[src/ssrh_pkg.sv]
// constants shared by the status register hierarchy
`default_nettype none

package ssrh_pkg;

	// width of one generic register part, and of the status byte
	localparam int REG_W = 16;
	localparam int BYTE_W = 8;

	// register selects on the command access port
	localparam logic [2:0] SEL_QUES = 3'h0;
	localparam logic [2:0] SEL_OPER = 3'h1;
	localparam logic [2:0] SEL_STD_EVT = 3'h2;
	localparam logic [2:0] SEL_STD_MASK = 3'h3;
	localparam logic [2:0] SEL_SUMMARY = 3'h4;
	localparam logic [2:0] SEL_REQ_MASK = 3'h5;
	localparam logic [2:0] SEL_SPOLL = 3'h6;

	// part selects inside a generic register
	localparam logic [2:0] PART_CURRENT = 3'h0;
	localparam logic [2:0] PART_RISE = 3'h1;
	localparam logic [2:0] PART_FALL = 3'h2;
	localparam logic [2:0] PART_EVENT = 3'h3;
	localparam logic [2:0] PART_MASK = 3'h4;

	// reset values of the generic parts (bit 15 not stored)
	localparam logic [14:0] RISE_RST = 15'h7FFF;
	localparam logic [14:0] FALL_RST = 15'h0000;
	localparam logic [14:0] EVT_RST = 15'h0000;
	localparam logic [14:0] MASK_RST = 15'h0000;

	// reset values of the byte wide registers
	localparam logic [7:0] BYTE_RST = 8'h00;

	// status byte bit positions
	localparam int BIT_ERRQ = 2;
	localparam int BIT_QUES = 3;
	localparam int BIT_MSG = 4;
	localparam int BIT_STD_SUM = 5;
	localparam int BIT_SUMMARY = 6;
	localparam int BIT_OPER = 7;

	// request mask bits that take part in the request decision
	localparam logic [7:0] REQ_MASK_USED = 8'hBF;

endpackage

`default_nettype wire

[src/ssrh_reg.sv]
// one generic five part status register with sum bit
`default_nettype none

module ssrh_reg
	import ssrh_pkg::*;
#(
	parameter int W = REG_W
) (
	input wire logic sys_clk,
	input wire logic reset,
	input wire logic [W-2:0] cond_in,
	input wire logic acc_wr,
	input wire logic acc_rd,
	input wire logic [2:0] acc_part,
	input wire logic [W-1:0] acc_wdata,
	output logic [W-1:0] part_rdata,
	output logic sum_out
);

	// stored width: the top bit of every part is always zero
	localparam int CW = W - 1;

	// all state of the register
	typedef struct packed {
		logic [CW-1:0] cur;
		logic [CW-1:0] rise;
		logic [CW-1:0] fall;
		logic [CW-1:0] evt;
		logic [CW-1:0] mask;
		logic sum;
	} ssrh_reg_st_t;

	ssrh_reg_st_t s_q; // registered state
	ssrh_reg_st_t s_d; // next state
	logic [CW-1:0] rise_hit; // filtered rising edges
	logic [CW-1:0] fall_hit; // filtered falling edges
	logic [CW-1:0] hit; // any filtered edge
	logic [CW-1:0] wdata_lo; // stored bits of write data

	////////////////////////////////////////////////////////////////
	// transition filters
	// rising edge filter
	assign rise_hit = cond_in & ~s_q.cur & s_q.rise;
	assign fall_hit = ~cond_in & s_q.cur & s_q.fall;
	assign hit = rise_hit | fall_hit;
	assign wdata_lo = acc_wdata[CW-1:0];

	////////////////////////////////////////////////////////////////
	// next state
	always_comb begin
		s_d = s_q;
		s_d.cur = cond_in;
		if (acc_rd && acc_part == PART_EVENT) begin
			s_d.evt = '0;
		end
		s_d.evt = s_d.evt | hit;
		// current and event parts ignore writes
		if (acc_wr) begin
			case (acc_part)
				PART_RISE: begin
					s_d.rise = wdata_lo;
				end
				PART_FALL: begin
					s_d.fall = wdata_lo;
				end
				PART_MASK: begin
					s_d.mask = wdata_lo;
				end
				default: begin
					// current, event and unused parts take no writes
				end
			endcase
		end
		s_d.sum = |(s_d.evt & s_d.mask);
	end

	////////////////////////////////////////////////////////////////
	// state register
	always_ff @(posedge sys_clk or posedge reset) begin
		if (reset) begin
			s_q.cur <= '0;
			s_q.rise <= RISE_RST;
			s_q.fall <= FALL_RST;
			s_q.evt <= EVT_RST;
			s_q.mask <= MASK_RST;
			s_q.sum <= 1'b0;
		end else begin
			s_q <= s_d;
		end
	end

	////////////////////////////////////////////////////////////////
	// read mux, reads have no side effect here
	// top bit always reads zero
	always_comb begin
		case (acc_part)
			PART_CURRENT: part_rdata = {1'b0, s_q.cur};
			PART_RISE: part_rdata = {1'b0, s_q.rise};
			PART_FALL: part_rdata = {1'b0, s_q.fall};
			PART_EVENT: part_rdata = {1'b0, s_q.evt};
			PART_MASK: part_rdata = {1'b0, s_q.mask};
			default: part_rdata = '0;
		endcase
	end

	// sum bit feeds the level above
	assign sum_out = s_q.sum;
endmodule

`default_nettype wire

[src/ssrh_top.sv]
// status byte, request logic and the two generic registers
`default_nettype none

// Functional notes
// - five sixteen bit parts, shared bit meaning
// - top bit of each part reads zero
// - current part follows condition inputs
// - current part read only, reads harmless
// - rising edge sets event if filter set
// - falling edge sets event if filter set
// - both filters host writable and readable
// - event part holds filtered edges only
// - event part read only, read clears
// - sum is or of event and mask
// - mask host writable, reads harmless
// - sum bit drives its status byte bit
// - status bit six is masked summary
// - request mask bit six ignored
// - masked rising status bit raises request
// - host uses status query and poll
// - bits zero one unused, bit two errors
// - bit three is questionable sum
// - bit four shows pending output message
// - bit five is standard event summary
// - bit seven is operation sum
module ssrh_top
	import ssrh_pkg::*;
#(
	parameter int W = REG_W,
	parameter int BW = BYTE_W
) (
	input wire logic sys_clk,
	input wire logic reset,
	input wire logic [W-2:0] ques_cond,
	input wire logic [W-2:0] oper_cond,
	input wire logic [BW-1:0] std_event_in,
	input wire logic err_entry_push,
	input wire logic err_queue_nonempty,
	input wire logic output_message_pending,
	input wire logic acc_valid,
	input wire logic acc_write,
	input wire logic [2:0] acc_reg,
	input wire logic [2:0] acc_part,
	input wire logic [W-1:0] acc_wdata,
	output logic acc_ack_q,
	output logic [W-1:0] acc_rdata_q,
	output logic [BW-1:0] summary_status_byte_q,
	output logic service_request_q
);

	////////////////////////////////////////////////////////////////
	// state and helper signals

	// all state of the top level
	typedef struct packed {
		logic [BW-1:0] std_evt; // standard event latch
		logic [BW-1:0] std_mask; // standard event mask
		logic [BW-1:0] req_mask; // request mask byte
		logic [BW-1:0] sbyte; // summary status byte
		logic srq; // pending service request
		logic ack; // access answered
		logic [W-1:0] rdata; // read answer
	} ssrh_top_st_t;

	ssrh_top_st_t s_q; // registered state
	ssrh_top_st_t s_d; // next state

	// access strobes per generic register
	logic ques_wr; // write into questionable register
	logic ques_rd; // read of questionable register
	logic oper_wr; // write into operation register
	logic oper_rd; // read of operation register

	// generic register results
	logic [W-1:0] ques_rdata; // questionable read data
	logic [W-1:0] oper_rdata; // operation read data
	logic ques_sum; // questionable sum bit
	logic oper_sum; // operation sum bit

	// request decision
	logic [BW-1:0] byte_base; // status byte without summary
	logic [BW-1:0] byte_rise; // status bits going high
	logic [BW-1:0] push_vec; // error entry as bit two event
	logic master_summary_flag; // bit six value
	logic srq_trig; // new request this cycle
	logic standard_event_summary; // bit five value
	logic host_rd; // any host read
	logic host_wr; // any host write

	////////////////////////////////////////////////////////////////
	// access decode

	// host read and write qualifiers
	assign host_rd = acc_valid && !acc_write;
	assign host_wr = acc_valid && acc_write;

	// strobes for the generic registers
	assign ques_wr = host_wr && acc_reg == SEL_QUES;
	assign ques_rd = host_rd && acc_reg == SEL_QUES;
	assign oper_wr = host_wr && acc_reg == SEL_OPER;
	assign oper_rd = host_rd && acc_reg == SEL_OPER;

	////////////////////////////////////////////////////////////////
	// generic registers of the lower level

	ssrh_reg #(
		.W(W)
	) u_ques (
		.sys_clk(sys_clk),
		.reset(reset),
		.cond_in(ques_cond),
		.acc_wr(ques_wr),
		.acc_rd(ques_rd),
		.acc_part(acc_part),
		.acc_wdata(acc_wdata),
		.part_rdata(ques_rdata),
		.sum_out(ques_sum)
	);

	ssrh_reg #(
		.W(W)
	) u_oper (
		.sys_clk(sys_clk),
		.reset(reset),
		.cond_in(oper_cond),
		.acc_wr(oper_wr),
		.acc_rd(oper_rd),
		.acc_part(acc_part),
		.acc_wdata(acc_wdata),
		.part_rdata(oper_rdata),
		.sum_out(oper_sum)
	);

	////////////////////////////////////////////////////////////////
	// next state of the top level
	always_comb begin
		s_d = s_q;
		// every access is answered one cycle later
		s_d.ack = acc_valid;

		// standard event latch, clear on read
		if (host_rd && acc_reg == SEL_STD_EVT) begin
			s_d.std_evt = '0;
		end
		// events win over the read clear
		s_d.std_evt = s_d.std_evt | std_event_in;

		// mask writes
		if (host_wr) begin
			case (acc_reg)
				SEL_STD_MASK: begin
					s_d.std_mask = acc_wdata[BW-1:0];
				end
				SEL_REQ_MASK: begin
					s_d.req_mask = acc_wdata[BW-1:0];
				end
				default: begin
					// status byte and poll are read only
				end
			endcase
		end

		standard_event_summary = |(s_d.std_evt & s_d.std_mask);

		// status byte sources
		byte_base = '0;
		byte_base[BIT_ERRQ] = err_queue_nonempty;
		byte_base[BIT_QUES] = ques_sum;
		byte_base[BIT_MSG] = output_message_pending;
		byte_base[BIT_STD_SUM] = standard_event_summary;
		byte_base[BIT_OPER] = oper_sum;

		// bit six of the mask takes no part
		master_summary_flag = |(byte_base & s_d.req_mask & REQ_MASK_USED);
		// summary bit of the status byte
		s_d.sbyte = byte_base;
		s_d.sbyte[BIT_SUMMARY] = master_summary_flag;

		// every error entry counts as a new event
		push_vec = '0;
		push_vec[BIT_ERRQ] = err_entry_push;
		// masked zero to one raises request
		byte_rise = (byte_base & ~s_q.sbyte) | push_vec;
		srq_trig = |(byte_rise & s_d.req_mask & REQ_MASK_USED);

		// serial poll clears the request, new trigger wins
		if (host_rd && acc_reg == SEL_SPOLL) begin
			s_d.srq = 1'b0;
		end
		if (srq_trig) begin
			s_d.srq = 1'b1;
		end

		// read answer, taken from the state before this cycle
		if (host_rd) begin
			case (acc_reg)
				SEL_QUES: begin
					s_d.rdata = ques_rdata;
				end
				SEL_OPER: begin
					s_d.rdata = oper_rdata;
				end
				SEL_STD_EVT: begin
					s_d.rdata = {{(W-BW){1'b0}}, s_q.std_evt};
				end
				SEL_STD_MASK: begin
					s_d.rdata = {{(W-BW){1'b0}}, s_q.std_mask};
				end
				// status byte by query or poll
				SEL_SUMMARY, SEL_SPOLL: begin
					s_d.rdata = {{(W-BW){1'b0}}, s_q.sbyte};
				end
				SEL_REQ_MASK: begin
					s_d.rdata = {{(W-BW){1'b0}}, s_q.req_mask};
				end
				default: begin
					s_d.rdata = '0;
				end
			endcase
		end
	end

	////////////////////////////////////////////////////////////////
	// state register
	always_ff @(posedge sys_clk or posedge reset) begin
		if (reset) begin
			s_q.std_evt <= BYTE_RST;
			s_q.std_mask <= BYTE_RST;
			s_q.req_mask <= BYTE_RST;
			s_q.sbyte <= BYTE_RST;
			s_q.srq <= 1'b0;
			s_q.ack <= 1'b0;
			s_q.rdata <= '0;
		end else begin
			s_q <= s_d;
		end
	end

	////////////////////////////////////////////////////////////////
	// outputs, straight from the state register
	assign acc_ack_q = s_q.ack;
	assign acc_rdata_q = s_q.rdata;
	assign summary_status_byte_q = s_q.sbyte;
	assign service_request_q = s_q.srq;
endmodule

`default_nettype wire

[config.mk]
export PLATFORM = sky130hd
export DESIGN_NAME = ssrh_top
export DESIGN_NICKNAME = d
export VERILOG_FILES = /design/src/ssrh_pkg.sv /design/src/ssrh_reg.sv /design/src/ssrh_top.sv
export SDC_FILE = /design/constraint.sdc
export NUM_CORES = 1
export LEC_CHECK = 0
export BUFFER_PORTS_ARGS = -buffer_cell sky130_fd_sc_hd__buf_2
export CORE_MARGIN = 2
export CORE_UTILIZATION = 53
export DETAILED_ROUTE_END_ITERATION = 8
export HOLD_SLACK_MARGIN = 0.02
export PLACE_DENSITY = 0.79
export SYNTH_ARGS = -nofsm -noshare
export SYNTH_HDL_FRONTEND = slang
export SYNTH_SLANG_ARGS = --single-unit
export TNS_END_PERCENT = 1
[constraint.sdc]
create_clock -name sys_clk -period 7.2 [get_ports sys_clk]
set_clock_uncertainty 0.15 [all_clocks]
set_input_delay 2.16 -clock sys_clk [delete_from_list [all_inputs] [get_ports sys_clk]]
set_output_delay 2.16 -clock sys_clk [all_outputs]
set_load 0.02 [all_outputs]
==> run_results.csv <==
group,metric,value,unit
worst_setup_path,cp-end-kind,"flop",
sta,holdWs,0.257,ns
sta,setup_ws,2.32,ns
logic_synthesis,ys_warn_count,0,
finish,final_layout_size_suffix_gt1_share,30.6,%
detailed_routing,ant_nets,0,
logic_synthesis,synth_top_family_by_area,"multiplexers",
clocking,ctsResizeCount,0,
worst_setup_path,crit_type,"input pin to flop",
place,detailed_place_hpwl,16000,µm
logic_synthesis,syn_area,9290,µm²
global_route,grt_max_degree,115,
global_route,grt_pass1_vias,6900,
clocking,ctsHtreeMaxLevel,4,
pwr,irDropWorstVdd,0.167,mV
detailed_routing,drt-vias-per-instance,6.37,
logic_synthesis,ys_ff_latch,199,
clocking,cts_sinks,199,
logic_synthesis,synth_top_area_share,45.5,%
floorplanning,die_w,136,µm
finish,multi_input_area,3800,µm²
pwr,p_leak,4.64,nW
worst_setup_path,cp.arrival,5.03,ns
place,placed_cells,1058,
sta,max_freq,0.205,GHz
hold_path,min_from,"u_ques.sum_out",
detailed_routing,wl_per_cell,22.5,µm
floorplanning,pin_count,93,
logic_synthesis,synth_mux_area_share,16.7,%
clocking,clk_pin_slew,0.07,ns
pwr,powerDensity,271,nW/µm²
hold_path,hold_depth,0,
place,pre_cts_ws,1.95,ns
logic_synthesis,netlist_instances,800,
sta,rsz0062_at_grt,"false",
floorplanning,die_h,136,µm
clocking,cts_setup_buffers,0,
finish,fin_cells,1090,
worst_setup_path,r2r-end,"summary_status_byte_q[6]",
logic_synthesis,yosys.area_share.simple,8.65,%
finish,final_util,60.0,%
logic_synthesis,synth-adder-area-share,0,%
sta,slew_headroom,24.2,%
worst_setup_path,required,7.35,ns
place,io_buffers,88,
sta,worst_pin_slew,1.13,ns
worst_setup_path,crit_fanout,28,
sta,setup-tns-final,0,ns
clocking,cts_buffers,17,
place,postPlaceCellArea,9730,µm²
worst_setup_path,startpoint_type,"input pin",
floorplanning,num_rows,48,
clocking,hold_buffers,0,
finish,n_antenna_cell,0,
detailed_routing,via_count,6941,
logic_synthesis,synth_top_area_cell,"dfrtp_1",
detailed_routing,dr.pass1.iters,6,
clocking,cts_tree,"built",
floorplanning,dieArea,18600,µm²
finish,areaGrowthSynthToFinish,11.3,%
detailed_routing,wirelength,24500,µm
pwr,total_power,2.80,mW
worst_setup_path,r2r_slack,5.50,ns
worst_setup_path,rr_worst_depth,4,
logic_synthesis,ys_types,45,
clocking,cts-root-buf,"clkbuf_16",
finish,fillers,1398,
floorplanning,start_util,53.9,%
logic_synthesis,yosys.area_share.xor_xnor,0,%
finish,stdcell_area,10300,µm²
sta,drv_slew,0,
sta,fin_crit_sh,67.8,%
finish,nets,919,
hold_path,hp-class,"flop to flop",
global_route,grt_pass1_wl,37800,µm
place,place_congestion,0.862,
sta,period_needed,4.88,ns
sta,finalHoldViolCount,0,
worst_setup_path,worstReg2RegStart,"s_q[38]",
job,max_cap_violations,0,
logic_synthesis,ys_seq_area_share,54.0,%
global_route,antenna_found_initial,0,
hold_path,hold_end,"summary_status_byte_q[3]",
clocking,clock_latency,0.43,ns
floorplanning,fp.coreArea,17200,µm²
detailed_routing,drc,0,
logic_synthesis,postSynthAreaPerCell,11.6,µm²
sta,setup_viol,0,
global_route,track_usage,27.3,%
detailed_routing,drtIter0Drc,725,
finish,seqCellArea,5020,µm²
logic_synthesis,synth_area_leaders,"dfrtp_1, mux2_2, dfstp_2",
outcome,status,"completed",
logic_synthesis,synth-compound-area-share,15.5,%
clocking,cts_buffer_depth,2,
global_route,grt_remaining_overflow,0,
## layout make-up
| cell class | count | share of cell area [%] |
|---|---|---|
| Clock inverter | 10 | 1.38 |
| Timing Repair Buffer | 98 | 5.11 |
| Multi-Input combinational cell | 511 | 36.8 |
| Inverter | 25 | 0.944 |
| Clock buffer | 22 | 4.49 |
| Tap cell | 225 | 2.72 |
| Sequential cell | 199 | 48.5 |
## cell families after synthesis
kind of cell | count (synthesis)
AOI/OAI and AO/OA | 213
DFF | 199
muxes | 142
buffers and inverters | 92
other | 1
and+or+nand+nor | 153
## worst max-delay path: stages
cell and delay (ns):
buf_2 0.54, nor3b_4 0.29, buf_4 0.28, and3_1 0.68, mux2_2 0.45, a22o_1 0.25
nor4_2 0.27, nand4_1 0.10
## state kept, by name, indices dropped and copies added, names as in the netlist
signal	count
acc_ack_q	1
acc_rdata_q	15
s_q	24
service_request_q	1
summary_status_byte_q	6
u_oper.s_q	75
u_oper.sum_out	1
u_ques.s_q	75
u_ques.sum_out	1
## cell usage after synthesis (all sizes together)
master	n
a21o	19
a21oi	27
a221o	14
a221oi	7
a222oi	2
a22o	6
a22oi	53
a31oi	1
and2	1
and3	3
and3b	2
buf	43
clkbuf	24
conb	1
dfrtp	169
dfstp	30
inv	25
mux2	101
mux2i	41
nand2	73
nand2b	2
nand3	7
nand3b	24
nand4	3
nand4b	1
nor2	16
nor2b	11
nor3	4
nor3b	3
nor4	2
nor4b	1
o211ai	12
o21ai	46
o22ai	24
o31a	1
o31ai	1
## metal layers
layer  part of all wire (%)  vias up  track usage, %
li1                       -     3037               -
met3                    8.6       47            8.02
met1                     41     3531            35.9
met2                     47      326            42.5
met5                      0        -               0
met4                    2.7        0            11.0
## layout by cell type, fill, tap and decap left out, drive strengths merged, types with 2 or more instances in the layout
| cell type | instances |
|---|---|
| a21o | 19 |
| a21oi | 27 |
| a221o | 14 |
| a221oi | 7 |
| a222oi | 2 |
| a22o | 6 |
| a22oi | 53 |
| and3 | 3 |
| and3b | 2 |
| buf | 98 |
| bufinv | 3 |
| clkbuf | 22 |
| clkinv | 4 |
| conb | 3 |
| dfrtp | 169 |
| dfstp | 30 |
| inv | 27 |
| mux2 | 101 |
| mux2i | 41 |
| nand2 | 73 |
| nand2b | 2 |
| nand3 | 7 |
| nand3b | 24 |
| nand4 | 3 |
| nor2 | 16 |
| nor2b | 11 |
| nor3 | 4 |
| nor3b | 3 |
| nor4 | 2 |
| o211ai | 12 |
| o21ai | 46 |
| o22ai | 24 |
## power by group
part           switching [mW]  total (mW)  leakage, nW  internal, mW
clock                   0.418       0.987        0.301         0.570
sequential             0.0958        1.37         2.36          1.28
combinational           0.259       0.443         1.97         0.184
## worst max-delay path by stage
stage          slack (ns)             end  cells after the start         from
2_1_floorplan        2.34       acc_ack_q                      1        reset
3_3_place_gp         1.98  u_oper.sum_out                      8  acc_part[2]
3_5_place_dp         1.95  u_oper.sum_out                      8  acc_part[2]
4_1_cts              2.38  u_oper.sum_out                      8  acc_part[2]
5_1_grt              2.24  u_oper.sum_out                      8  acc_part[2]
6_report             2.32  u_oper.sum_out                      8  acc_part[2]
Power figures use the tool's default switching activity.
